[src/aoi_pkg.sv]
package aoi_pkg;
   // -----------------------------------------------------------------
   // Summary of operation
   // Software refills four samples per request
   // Software sets master clock 256 or 384 Fs
   // Polarity bit picks left channel word-select level
   // Size bit picks 32 or 16 bit slots
   // Rate bit sets bit clock for 384/256 Fs
   // Justify field shifts data start in frame
   // 00000 MSB, 10000 LSB, 00001 I2S, zero fill
   // Source bit picks processor or decoder stream
   // Request enable bit asks decoder for data
   // Request mask blocks sample-request interrupt
   // Under-run mask blocks under-run interrupt
   // Bit three reserved, reads zero, never set
   // Repeat field sets processor sample repetition
   // Codes give 1, 2, 4, 6 repeats
   // Enable bit turns the interface on
   // Request flag at half empty, cleared by writes
   // Eight-byte buffer, flag on 4-3, off 4-5
   // Under-run flag on empty, cleared by writes
   // Busy flag while buffer is full
   // Status read-only, low five bits zero
   // Data register write pushes one sample byte
   // Sample widened with zero low byte
   // Five-bit divider makes master clock from PLL; here it divides sys_clk
   // Software answers requests in time
   // Interrupt is OR of unmasked flags, gated
   // -----------------------------------------------------------------

   // -----------------------------------------------------------------
   // Register addresses
   // -----------------------------------------------------------------
   localparam logic [7:0] aoi_addr_format  = 8'h9A;
   localparam logic [7:0] aoi_addr_source  = 8'h9B;
   localparam logic [7:0] aoi_addr_status  = 8'h9C;
   localparam logic [7:0] aoi_addr_data    = 8'h9D;
   localparam logic [7:0] aoi_addr_clkdiv  = 8'hEC;

   // -----------------------------------------------------------------
   // Reset values
   // -----------------------------------------------------------------
   localparam logic [7:0] aoi_rst_format   = 8'h00;
   localparam logic [7:0] aoi_rst_source   = 8'hB2;
   localparam logic [7:0] aoi_rst_data     = 8'hFF;
   localparam logic [7:0] aoi_rst_clkdiv   = 8'h00;

   // -----------------------------------------------------------------
   // Field positions
   // -----------------------------------------------------------------
   localparam int aoi_f_just_hi   = 7;
   localparam int aoi_f_just_lo   = 3;
   localparam int aoi_f_pol       = 2;
   localparam int aoi_f_dsize     = 1;
   localparam int aoi_f_rate      = 0;
   localparam int aoi_f_src       = 7;
   localparam int aoi_f_dreq      = 6;
   localparam int aoi_f_mreq      = 5;
   localparam int aoi_f_mudr      = 4;
   localparam int aoi_f_rsvd      = 3;
   localparam int aoi_f_dup_hi    = 2;
   localparam int aoi_f_dup_lo    = 1;
   localparam int aoi_f_en        = 0;
   localparam int aoi_f_sample_request_flag      = 7;
   localparam int aoi_f_underrun_flag      = 6;
   localparam int aoi_f_busy      = 5;
   localparam int aoi_f_cdiv_hi   = 4;

   // -----------------------------------------------------------------
   // Buffer and timing
   // -----------------------------------------------------------------
   localparam int         aoi_buf_depth  = 8;
   localparam logic [3:0] aoi_req_level  = 4'h4;
   localparam logic [8:0] aoi_mclk_per_fs_lo = 9'h100;  // 256 Fs
   localparam logic [8:0] aoi_mclk_per_fs_hi = 9'h180;  // 384 Fs
   localparam logic [2:0] aoi_rep_x1 = 3'h1;
   localparam logic [2:0] aoi_rep_x2 = 3'h2;
   localparam logic [2:0] aoi_rep_x4 = 3'h4;
   localparam logic [2:0] aoi_rep_x6 = 3'h6;

   // Serializer states
   typedef enum logic [2:0] {
      aoi_st_idle  = 3'b001,
      aoi_st_load  = 3'b010,
      aoi_st_shift = 3'b100
   } aoi_state_type;
endpackage

[src/aoi_clkdiv.sv]
// -----------------------------------------------------------------
// Programmable divider: toggles out every (div+1) input cycles
// -----------------------------------------------------------------
module aoi_clkdiv (
   input  wire logic       sys_clk,
   input  wire logic       rst,
   input  wire logic       run,
   input  wire logic [4:0] div,
   output logic            tick,
   output logic            clk_out
);
   logic [4:0] cnt_q;
   logic       out_q;

   assign tick    = run && (cnt_q == div);
   assign clk_out = out_q;

   // Count up to the divider value, then toggle the output level
   always_ff @(posedge sys_clk or posedge rst) begin
      if (rst) begin
         cnt_q <= 5'h00;
         out_q <= 1'b0;
      end else if (!run) begin
         cnt_q <= 5'h00;
         out_q <= 1'b0;
      end else if (tick) begin
         cnt_q <= 5'h00;
         out_q <= ~out_q;
      end else begin
         cnt_q <= cnt_q + 5'h01;
      end
   end
endmodule

[src/aoi_top.sv]
module aoi_top (
   input  wire logic        sys_clk,
   input  wire logic        rst,
   input  wire logic        pll_tick,
   input  wire logic [7:0]  sfr_addr,
   input  wire logic [7:0]  sfr_wdata,
   input  wire logic        sfr_wr,
   input  wire logic        sfr_rd,
   output logic      [7:0]  sfr_rdata,
   input  wire logic        interrupt_enable_reg,
   output logic             audio_irq,
   input  wire logic [15:0] dec_data,
   input  wire logic        dec_valid,
   output logic             dec_request,
   output logic             master_clk_out,
   output logic             bit_clock_out,
   output logic             word_select_out,
   output logic             serial_data_out
);
   // -----------------------------------------------------------------
   // Control registers
   // -----------------------------------------------------------------
   logic [7:0] fmt_q, src_q, dat_q, cdiv_q;
   logic       sample_request_flag_q, underrun_flag_q;

   wire wr_fmt  = sfr_wr && (sfr_addr == aoi_pkg::aoi_addr_format);
   wire wr_src  = sfr_wr && (sfr_addr == aoi_pkg::aoi_addr_source);
   wire wr_dat  = sfr_wr && (sfr_addr == aoi_pkg::aoi_addr_data);
   wire wr_cdiv = sfr_wr && (sfr_addr == aoi_pkg::aoi_addr_clkdiv);

   wire [4:0] justify_offset     = fmt_q[aoi_pkg::aoi_f_just_hi:aoi_pkg::aoi_f_just_lo];
   wire       left_channel_level = fmt_q[aoi_pkg::aoi_f_pol];
   wire       slot_width_sel     = fmt_q[aoi_pkg::aoi_f_dsize];
   wire       master_rate_sel    = fmt_q[aoi_pkg::aoi_f_rate];
   wire       stream_source_sel  = src_q[aoi_pkg::aoi_f_src];
   wire       decoder_request_enable = src_q[aoi_pkg::aoi_f_dreq];
   wire       request_irq_mask   = src_q[aoi_pkg::aoi_f_mreq];
   wire       underrun_irq_mask  = src_q[aoi_pkg::aoi_f_mudr];
   wire [1:0] repeat_factor      = src_q[aoi_pkg::aoi_f_dup_hi:aoi_pkg::aoi_f_dup_lo];
   wire       audio_if_enable    = src_q[aoi_pkg::aoi_f_en];
   wire [4:0] master_clock_div   = cdiv_q[aoi_pkg::aoi_f_cdiv_hi:0];

   // Register writes; reserved bits are forced to zero
   always_ff @(posedge sys_clk or posedge rst) begin
      if (rst) begin
         fmt_q  <= aoi_pkg::aoi_rst_format;
         src_q  <= aoi_pkg::aoi_rst_source;
         dat_q  <= aoi_pkg::aoi_rst_data;
         cdiv_q <= aoi_pkg::aoi_rst_clkdiv;
      end else begin
         if (wr_fmt)  fmt_q  <= sfr_wdata;
         if (wr_src)  src_q  <= sfr_wdata & 8'hF7;
         if (wr_dat)  dat_q  <= sfr_wdata;
         if (wr_cdiv) cdiv_q <= {3'h0, sfr_wdata[4:0]};
      end
   end

   // -----------------------------------------------------------------
   // Sample buffer for processor bytes
   // -----------------------------------------------------------------
   logic [7:0] buf_mem [aoi_pkg::aoi_buf_depth];
   logic [2:0] wp_q, rp_q;
   logic [3:0] cnt_q;
   logic       pop;

   wire proc_mode = stream_source_sel && audio_if_enable;
   wire buf_full  = (cnt_q == 4'h8);
   wire push      = wr_dat && proc_mode && !buf_full;
   wire pop_ok    = pop && (cnt_q != 4'h0);
   wire [3:0] cnt_d = cnt_q + {3'h0, push} - {3'h0, pop_ok};

   // Pointer and level bookkeeping; writes beyond full are dropped
   always_ff @(posedge sys_clk or posedge rst) begin
      if (rst) begin
         wp_q  <= 3'h0;
         rp_q  <= 3'h0;
         cnt_q <= 4'h0;
      end else if (!proc_mode) begin
         wp_q  <= 3'h0;
         rp_q  <= 3'h0;
         cnt_q <= 4'h0;
      end else begin
         if (push)   wp_q <= wp_q + 3'h1;
         if (pop_ok) rp_q <= rp_q + 3'h1;
         cnt_q <= cnt_d;
      end
   end

   // Storage array; no reset needed for data contents
   always_ff @(posedge sys_clk) begin
      if (push) buf_mem[wp_q] <= sfr_wdata;
   end

   // -----------------------------------------------------------------
   // Status flags; a write in the same cycle as a pop cancels the set
   // -----------------------------------------------------------------
   wire sample_request_flag_set = pop_ok && !push && (cnt_q == aoi_pkg::aoi_req_level);
   wire underrun_flag_set = pop_ok && !push && (cnt_q == 4'h1);
   wire sample_request_flag_clr = push && !pop_ok && (cnt_q == aoi_pkg::aoi_req_level);

   always_ff @(posedge sys_clk or posedge rst) begin
      if (rst) begin
         sample_request_flag_q <= 1'b0;
         underrun_flag_q <= 1'b0;
      end else if (!proc_mode) begin
         sample_request_flag_q <= 1'b0;
         underrun_flag_q <= 1'b0;
      end else begin
         if (sample_request_flag_set)      sample_request_flag_q <= 1'b1;
         else if (sample_request_flag_clr) sample_request_flag_q <= 1'b0;
         if (underrun_flag_set)      underrun_flag_q <= 1'b1;
         else if (push)     underrun_flag_q <= 1'b0;
      end
   end

   wire busy = proc_mode && buf_full;
   wire [7:0] status_val = {sample_request_flag_q, underrun_flag_q, busy, 5'h00};

   // Interrupt: unmasked flags gated by global enable
   assign audio_irq = interrupt_enable_reg &&
                      ((sample_request_flag_q && !request_irq_mask) ||
                       (underrun_flag_q && !underrun_irq_mask));

   // Read mux; unmapped addresses read zero
   assign sfr_rdata = !sfr_rd ? 8'h00 :
                      (sfr_addr == aoi_pkg::aoi_addr_format) ? fmt_q :
                      (sfr_addr == aoi_pkg::aoi_addr_source) ? src_q :
                      (sfr_addr == aoi_pkg::aoi_addr_status) ? status_val :
                      (sfr_addr == aoi_pkg::aoi_addr_data)   ? dat_q :
                      (sfr_addr == aoi_pkg::aoi_addr_clkdiv) ? cdiv_q : 8'h00;

   // -----------------------------------------------------------------
   // Master clock from sys_clk through the 5-bit divider; the PLL tick gates only the serializer's edge strobe, not master_clk_out
   // -----------------------------------------------------------------
   logic mclk_tick_raw, mclk_lvl;
   aoi_clkdiv u_mdiv (
      .sys_clk (sys_clk),
      .rst     (rst),
      .run     (audio_if_enable),
      .div     (master_clock_div),
      .tick    (mclk_tick_raw),
      .clk_out (mclk_lvl)
   );
   wire mclk_edge = mclk_tick_raw && pll_tick && mclk_lvl;
   assign master_clk_out = mclk_lvl;

   // -----------------------------------------------------------------
   // Bit clock: master clocks per frame split over 2 x slot bits
   // -----------------------------------------------------------------
   // Half bit period in master clocks: 256Fs/64bits=4 -> 2, 384/64=6 -> 3
   wire [4:0] slot_bits = slot_width_sel ? 5'd31 : 5'd15;
   wire [3:0] half_bit  = master_rate_sel ?
                          (slot_width_sel ? 4'd3 : 4'd6) :   // 384/64=6 -> 3, 384/32=12 -> 6
                          (slot_width_sel ? 4'd2 : 4'd4);    // 256/64=4 -> 2, 256/32=8 -> 4
   logic [3:0] hb_q;
   logic       bclk_q, wsel_q, sdo_q;
   logic [4:0] bit_q;
   logic [15:0] left_q, right_q;
   logic [2:0]  rep_q;
   aoi_pkg::aoi_state_type st_q;

   wire bclk_fall = mclk_edge && (hb_q == half_bit - 4'd1) && bclk_q;
   wire slot_end  = bclk_fall && (bit_q == slot_bits);
   wire frame_end = slot_end && (wsel_q != left_channel_level);

   wire [2:0] rep_limit = (repeat_factor == 2'b00) ? aoi_pkg::aoi_rep_x1 :
                          (repeat_factor == 2'b01) ? aoi_pkg::aoi_rep_x2 :
                          (repeat_factor == 2'b10) ? aoi_pkg::aoi_rep_x4 :
                                                     aoi_pkg::aoi_rep_x6;
   wire avail = proc_mode ? (cnt_q != 4'h0) : dec_valid;
   wire [15:0] next_word = proc_mode ? {buf_mem[rp_q], 8'h00} : dec_data;
   wire need_new = (rep_q == 3'h0) || (rep_q == rep_limit);
   assign pop = (st_q == aoi_pkg::aoi_st_load) && need_new;

   // Bit for the next rising edge: data moves on the falling bit clock, so the
   // converter never samples a changing line; low bits beyond the word are zero
   wire [4:0] nxt_bit = slot_end ? 5'h00 : bit_q + 5'h01;
   wire       nxt_ws  = slot_end ? ~wsel_q : wsel_q;
   wire [5:0] rel = {1'b0, nxt_bit} - {1'b0, justify_offset};
   wire in_data = (nxt_bit >= justify_offset) && (rel < 6'd16);
   wire [15:0] cur = (nxt_ws == left_channel_level) ? left_q : right_q;
   // First bit of a frame is set up while the word loads
   wire [15:0] load_word = need_new ? next_word : left_q;
   wire        first_bit = (justify_offset == 5'h00) && load_word[15];
   wire bit_val = in_data ? cur[4'd15 - rel[3:0]] : 1'b0;

   assign dec_request = audio_if_enable && !stream_source_sel && decoder_request_enable;

   // Serializer sequence
   always_ff @(posedge sys_clk or posedge rst) begin
      if (rst) begin
         st_q    <= aoi_pkg::aoi_st_idle;
         hb_q    <= 4'h0;
         bclk_q  <= 1'b0;
         wsel_q  <= 1'b0;
         bit_q   <= 5'h00;
         left_q  <= 16'h0000;
         right_q <= 16'h0000;
         rep_q   <= 3'h0;
         sdo_q   <= 1'b0;
      end else if (!audio_if_enable) begin
         st_q   <= aoi_pkg::aoi_st_idle;
         bclk_q <= 1'b0;
         rep_q  <= 3'h0;
         sdo_q  <= 1'b0;
      end else begin
         unique case (st_q)
            aoi_pkg::aoi_st_idle: begin
               bclk_q <= 1'b0;
               wsel_q <= left_channel_level;
               if (avail || (rep_q != 3'h0 && !need_new)) st_q <= aoi_pkg::aoi_st_load;
            end
            aoi_pkg::aoi_st_load: begin
               if (need_new) begin
                  left_q  <= next_word;
                  right_q <= next_word;
                  rep_q   <= 3'h1;
               end else begin
                  rep_q <= rep_q + 3'h1;
               end
               bit_q <= 5'h00;
               hb_q  <= 4'h0;
               sdo_q <= first_bit;
               st_q  <= aoi_pkg::aoi_st_shift;
            end
            aoi_pkg::aoi_st_shift: begin
               if (mclk_edge) begin
                  if (hb_q == half_bit - 4'd1) begin
                     hb_q   <= 4'h0;
                     bclk_q <= ~bclk_q;
                     if (bclk_q) sdo_q <= bit_val;   // Falling edge
                  end else begin
                     hb_q <= hb_q + 4'h1;
                  end
               end
               if (bclk_fall) bit_q <= bit_q + 5'h01;
               if (slot_end) begin
                  bit_q  <= 5'h00;
                  wsel_q <= ~wsel_q;
               end
               if (frame_end) begin
                  if (!need_new || avail) st_q <= aoi_pkg::aoi_st_load;
                  else st_q <= aoi_pkg::aoi_st_idle;   // bit clock stops without data
               end
            end
            default: st_q <= aoi_pkg::aoi_st_idle;
         endcase
      end
   end

   assign bit_clock_out   = bclk_q;
   assign word_select_out = wsel_q;
   assign serial_data_out = sdo_q;
endmodule

[config.mk]
export PLATFORM = sky130hd
export DESIGN_NAME = aoi_top
export DESIGN_NICKNAME = d
export VERILOG_FILES = /design/src/aoi_pkg.sv /design/src/aoi_clkdiv.sv /design/src/aoi_top.sv
export SDC_FILE = /design/constraint.sdc
export NUM_CORES = 1
export LEC_CHECK = 0
export ABC_AREA = 1
export BUFFER_PORTS_ARGS = -buffer_cell sky130_fd_sc_hd__buf_2
export CAP_MARGIN = 20
export CORE_ASPECT_RATIO = 1.75
export CORE_MARGIN = 8
export CORE_UTILIZATION = 45
export DETAILED_ROUTE_END_ITERATION = 10
export PLACE_DENSITY = 0.63
export SLEW_MARGIN = 20
export SYNTH_ARGS = -nofsm -noshare
export SYNTH_HDL_FRONTEND = slang
export SYNTH_HIERARCHICAL = 1
export SYNTH_SLANG_ARGS = --single-unit
export TNS_END_PERCENT = 10
[constraint.sdc]
create_clock -name sys_clk -period 2.8 [get_ports sys_clk]
set_input_delay 0.28 -clock sys_clk [delete_from_list [all_inputs] [get_ports sys_clk]]
set_output_delay 0.28 -clock sys_clk [all_outputs]
set_load 0.05 [all_outputs]
# Word-level counts from Yosys, hierarchy flattened
# Memory sizes are Yosys's and may differ from the RTL's.
# Cells that the tools add are included.
classes:
  addsub: 11
  order_cmp: 3
  bitwise_logic: 3
  muxes: 63
  eq_ne: 34
  n_reduce_logical: 56
ops:
  columns: ["op", "n"]
  rows:
  - ["$mux 16", 3]
  - ["$mux 3", 15]
  - ["$eq 8x8->1 const B", 5]
  - ["$mux 8", 5]
  - ["$mux 5", 7]
  - ["$logic_and 1x1->1", 30]
  - ["$mux 1", 21]
  - ["$ne 3x3->1 const B", 6]
  - ["$mux 4", 3]
  - ["$ne 3x1->1 const B", 4]
  - ["$reduce_and 3->1", 4]
  - ["$add 5x1->5 const B", 2]
  - ["$eq 5x5->1", 2]
  - ["$pmux 5 s2", 1]
  - ["$add 3x1->3 const B", 3]
  - ["$pmux 3 s3", 1]
  - ["$ne 2x1->1 const B", 4]
  - ["$pmux 4 s2", 1]
  - ["$logic_not 1->1", 7]
  - ["$lt 6x5->1 const B", 1]
  - ["$pmux 1 s2", 3]
  - ["$reduce_and 2->1", 3]
  - ["$sub 5x5->6", 1]
  - ["$ge 5x5->1", 1]
  - ["30 further kinds", 37]
totals:
  output_inout_bits: 14
  in_bits: 39
  mem_bits_rw: 64
  word_cells: 192
  ff_bits: 96
  n_memories: 1
mem_list:
  columns: ["name", "depth", "word_bits", "read_ports", "rd_ports_with_merged_regs", "write_ports", "line_no", "text"]
  rows:
  - ["buf_mem", 8, 8, 1, 0, 1, "aoi_top.sv:61", "logic [7:0] buf_mem [aoi_pkg::aoi_buf_depth];"]

# Logic depth before layout (Yosys ltp)
logic_depth:
  depth_word: 18
  mapped_depth: 23
  mapped_depth_nobuf: 23

# Hierarchy
# Netlist, hierarchy kept.
by_module_without_submodules:
  columns: ["module", "cells_each", "area_per_inst_um2", "n_inst", "seq_area_each_um2"]
  rows:
  - ["aoi_top", 727, 6856.6, 1, 3814.9]
  - ["aoi_clkdiv", 61, 410.4, 1, 150.1]

# Worst setup path after synthesis
# Ideal clock, no wire load.
synth_path:
  path_type: "reg-to-reg"
  start: "reg fmt_q[1]"
  end: "reg sdo_q, in the netlist serial_data_out"
  synth_period_minus_slack_ns: 2.919
  arrival_ns: 2.853
  stages_incl_launch_ff: 23
  path_buffers: 0
  slack_ns: -0.119
  t_required_ns: 2.734
  setup_ns: 0.066
  path_cell_list: "dfrtp_1 > inv_1 > ha_1 > inv_1 > nand2_1 > nand2_1 > nand3_1 > nor2_2 > nand3_2 > nand2_1 > ha_1 > fa_1 > inv_1 > a21oi_1 > a221oi_1 > nor2_1 > nand3_1 > nand2_1 > inv_1 > nand3_1 > nand2_1 > nand2_1 > nand2_1"
synth_between:
  elab_chain_cells: 18
  elab_cells_between_ends: 29
  classes_between: "add/sub (3); order compare (2); eq/ne (4); mux (15); reduce/logical (5)"
synth_rtl:
  columns: ["item", "line_no", "text"]
  rows:
  - ["from (decl)", "aoi_top.sv:23", "logic [7:0] fmt_q, src_q, dat_q, cdiv_q;"]
  - ["from (signal assigned)", "aoi_top.sv:46", "fmt_q <= aoi_pkg::aoi_rst_format;"]
  - ["from (signal assigned)", "aoi_top.sv:51", "if (wr_fmt) fmt_q <= sfr_wdata;"]
  - ["$mux 3, on equally long branches", "aoi_top.sv:153, aoi_top.sv:154", null]
  - ["$mux 3", "aoi_top.sv:152", "wire [3:0] half_bit = master_rate_sel ?"]
  - ["$sub 3x1->4", "aoi_top.sv:162, aoi_top.sv:228", null]
  - ["$eq 4x4->1", "aoi_top.sv:162, aoi_top.sv:228", null]
  - ["$logic_and 1x1->1 (2 in series)", "aoi_top.sv:162", "wire bclk_fall = mclk_edge && (hb_q == half_bit - 4'd1) && bclk_q;"]
  - ["$logic_and 1x1->1", "aoi_top.sv:163", "wire slot_end = bclk_fall && (bit_q == slot_bits);"]
  - ["$mux 5 / $mux 1 (equally long branches)", null, null]
  - ["$sub 5x5->6 / $eq 1x1->1 (equally long branches)", "aoi_top.sv:179, aoi_top.sv:181", null]
  - ["$sub 4x4->4 / $mux 16 (equally long branches)", "aoi_top.sv:185, aoi_top.sv:181", null]
  - ["$bmux 1 s4", "aoi_top.sv:185", "wire bit_val = in_data ? cur[4'd15 - rel[3:0]] : 1'b0;"]
  - ["$mux 1 (implied by the code)", "aoi_top.sv:185", null]
  - ["$mux 1", "aoi_top.sv:185", null]
  - ["$mux 1", "aoi_top.sv:231", "if (bclk_q) sdo_q <= bit_val;"]
  - ["$mux 1", "aoi_top.sv:228", "if (hb_q == half_bit - 4'd1) begin"]
  - ["$mux 1", "aoi_top.sv:227", "if (mclk_edge) begin"]
  - ["$pmux 1 s2", "aoi_top.sv:207", "unique case (st_q)"]
  - ["$mux 1", "aoi_top.sv:201", "end else if (!audio_if_enable) begin"]
  - ["to (signal assigned)", "aoi_top.sv:223", "sdo_q <= first_bit;"]
  - ["to (signal assigned)", "aoi_top.sv:231", null]
  - ["to (decl)", "aoi_top.sv:156", "logic bclk_q, wsel_q, sdo_q;"]
# Several ways; a longest one is shown, not always the timed one. The select of a mux whose other input is x is not followed.
# A chain may end at the register's enable or synchronous reset.

# Worst setup path in the final report
# Same ends and word-level chain as after synthesis.

==> flow_summary_export.csv <==
group,metric,value,unit
status,status,"complete, but fails checks",
status,violations,"setup timing",
synthesis,ys_warn_count,6,
worst_setup_path,rr_startpoint,"fmt_q[1]",
worst_setup_path,rr_endpoint,"serial_data_out",
worst_setup_path,reg2reg_depth,22,
grt,grt_pass1_wl,30.0,mm
worst_setup_path,cp_num_cells,22,
route,routed_wl,18.4,mm
synthesis,synthCells,788,
pwr,power_frac_comb,6.7,%
worst_setup_path,crit_required,3160,ps
timing,fin_skew,8.68,ps
grt,grt_pass1_vias,6273,
grt,antenna_found_initial,0,
cells_and_area,final_net_count,961,
synthesis,avgSynthCellArea,9.22,um^2
route,ant_nets,0,
route,viasPerCell,5.43,
grt,grt_use_total,18.5,%
worst_setup_path,crit_top_cell,"nand2_1",
timing,post-route-min-period,2930,ps
floorplan,io_pins,53,
timing,max_freq,0.341,GHz
synthesis,yosysMostFrequentCell,"nand2_1",
timing,rsz0062_at_grt,"true",
cts,clock_sinks,145,
worst_setup_path,path_class,"flop to flop",
route,vias,5970,
pwr,p_leak,3.84,nW
floorplan,core_area,15900,um^2
cts,cts_tree,"done",
cts,cts_root_buf,"clkbuf_16",
worst_setup_path,arrival,3290,ps
grt,grt_max_degree,65,
cts,h-tree-depth,4,
cells_and_area,n_antenna_cell,0,
worst_setup_path,max_stage_delay,600,ps
grt,overflow,0,
placed_design,dp_hpwl,13.8,mm
worst_setup_path,r2r_slack,-130,ps
synthesis,synth_largest_area_cell,"edfxtp_1",
hold_path,hp-class,"input pin to flop",
worst_setup_path,timing.critical_path.buf_inv,5,
timing,max_slew.worst_pin.slew,638,ps
route,firstDrtPassIters,5,
floorplan,die_h,184,um
worst_setup_path,cp_top_family,"adder cells",
worst_setup_path,worst-path-max-fanout,4,
cts,numCtsBuffers,17,
route,wl_per_cell,16.7,um
worst_setup_path,crit_path_cell_trace,"inv_2 > ha_4 > inv_1 > nand2_1 > nand2_1 > nand3_2 > nor2_4 > nand3_4 > nand2_4 > ha_4 > fa_2 > inv_4 > buf_4 > a221oi_2 > nor2_1 > nand3_1 > nand2_1 > inv_1 > nand3_2 > nand2_1 > nand2_1 > nand2_1",
pwr,switching_share,23.9,%
route,drt_iter0_drc,306,
pwr,power.internal,3.82,mW
cts,insertion_delay,420,ps
floorplan,dieArea,20600,um^2
route,drc,0,
synthesis,synth_edf_count,64,
timing,setup_tns,-133,ps
pwr,pwr-share-seq,45.7,%
placed_design,gp_congestion,0.857,
timing,period_share,105,%
placed_design,port_buffers,52,
pwr,irDropWorstVdd,404,uV
cts,clkTransAtPathRegs,70,ps
cts,clockBufferDepth,2,
floorplan,rows,61,
synthesis,ys_types,43,
floorplan,die_w,112,um
timing,setup_slack,-133,ps
cells_and_area,syn_to_final_growth,22.1,%
timing,final-setup-viol-count,1,
pwr,p_sw,1.20,mW
synthesis,async_flop_share,55.9,%
worst_setup_path,crit_start,"fmt_q[1]",
synthesis,ys_top_cells_by_area,"edfxtp_1 26%, dfrtp_1 23%, nand2_1 7.7%, o21ai_0 5.9%, inv_1 5.0%",
pwr,clkPwrFrac,47.6,%
synthesis,synth_top_area_share,26.4,%
pwr,power_density,565,nW/um^2
synthesis,ys_seq_area_share,54.6,%
worst_setup_path,end_kind,"flop",
synthesis,synth_area,7270,um^2
synthesis,synth_top_cells_by_count,"149 x nand2_1, 97 x inv_1, 85 x o21ai_0",
worst_setup_path,start_kind,"flop",
cells_and_area,drive_above_1_share,21.5,%
worst_setup_path,worstSetupEndpoint,"serial_data_out",
placed_design,pre_cts_slack,-224,ps
worst_setup_path,crit_path_top_delay_cell,"fa_2",
synthesis,syn-num-nets,851,
synthesis,ys.flop_type,"dfrtp_1",
synthesis,ys_ff_latch,145,
timing,slew_headroom,57.5,%
timing,report.final.hold_viol_count,0,
floorplan,floorplan.initialDensity,45.8,%
timing,slew_violations,0,
run,maxCapViolations,0,
-- kinds of logic after synthesis --
family | after synthesis | synth area share (%)
compound gates | 172 | 13.7
xor+xnor | 14 | 1.69
fa+ha+maj | 24 | 4.34
buf+inv | 122 | 6.44
flops | 145 | 54.6
simple gates | 311 | 19.3
-- power groups by stage --
stage | Clock, mW | Sequential, mW | Combinational (mW)
floorplan | 0 | 2.35 | 0.157
global placement | 0 | 2.33 | 0.303
detailed placement | 0 | 2.33 | 0.312
finish | 2.39 | 2.29 | 0.336
global route | 2.51 | 2.30 | 0.374
CTS | 2.43 | 2.29 | 0.326
-- registers in the layout (all words and copies together) (netlist names), 2 cells and up --
name and count:
st_q 3, dat_q 8, rep_q 3, bit_q 5, fmt_q 8, wp_q 3, u_mdiv/cnt_q 5, cdiv_q 5
src_q 7, right_q 2, buf_mem 64, rp_q 3, left_q 15, hb_q 4, cnt_q 4
-- worst min-delay path by stage --
stage / from / cells past startpoint / endpoint / slack (ps)
floorplan: rst / 1 / u_mdiv/clk_out / 70
global placement: rst / 2 / u_mdiv/cnt_q[0] / 240
detailed placement: rst / 2 / u_mdiv/cnt_q[0] / 240
CTS: dec_data[4] / 3 / left_q[4] / 70
global route: dec_data[7] / 3 / left_q[7] / 100
finish: dec_data[4] / 3 / left_q[4] / 80
-- through the flow --
step	instances	hold slack [ps]	area (um^2)	utilization (%)	total power, mW
final	1100	84.8	8870	55.9	5.01
after detailed placement	1053	239	8070	50.8	2.64
after global routing	1100	95.1	8870	55.9	5.18
after CTS	1095	70.3	8800	55.4	5.05
after floorplan	788	71.0	7310	-	2.51
after global placement	1053	238	8070	50.8	2.63
-- cell usage in the layout (no fill, tap or decap), drive strengths merged, types with 4 or more instances in the layout --
cell      synthesis  final
nand3            57     57
a31oi             7      7
buf               3    109
nor2             71     71
nand4             7      7
clkinvlp          0      4
dfrtp            68     68
xnor2             6      6
edfxtp           64     64
ha               22     22
inv             101    108
o21ai            85     85
o211ai            6      6
nor4              5      5
o221ai           16     16
dfstp            13     13
a21oi            40     40
nand2           152    152
clkbuf           16     17
nor3             16     16
xor2              8      8
o22ai             6      6
-- worst reg2reg max path: cells and delay by family (launching register included) --
| family | cells | cell delay (ps) |
|---|---|---|
| AO/OA/AOI/OAI | 1 | 220 |
| adder cells (fa/ha/maj) | 3 | 1030 |
| AND/OR/NAND/NOR | 13 | 860 |
| flip-flops | 1 | 400 |
| buffers and inverters | 5 | 370 |
-- area by class of cell --
cell class | instances | area, um^2
clock buffer | 17 | 425
inverter | 103 | 390
fill | 1431 | 7000
timing repair buffer | 110 | 714
tap | 189 | 236
clock inverter | 15 | 198
sequential | 145 | 3970
multi-input combinational | 521 | 2940
-- routing by layer --
metal / routed length, um / track usage (%) / vias to the layer above / share of wire (%)
li1: - / - / 2910 / -
met1: 6710 / 18.3 / 2841 / 37
met2: 10100 / 35.2 / 167 / 55
met3: 709 / 3.37 / 52 / 3.9
met4: 838 / 10.6 / 0 / 4.6
met5: 0 / 0 / - / 0
-- repair_timing --
| item | CTS | global route |
|---|---|---|
| hold buffers | 1 | 0 |
| hold endpoints to repair | 17 | 0 |
| pin swaps | 15 | 18 |
| resized for setup | 8 | 10 |
| setup endpoints to repair | 1 | 3 |
| setup buffers | 9 | 5 |
No activity file was read; power rests on OpenSTA's default activity.
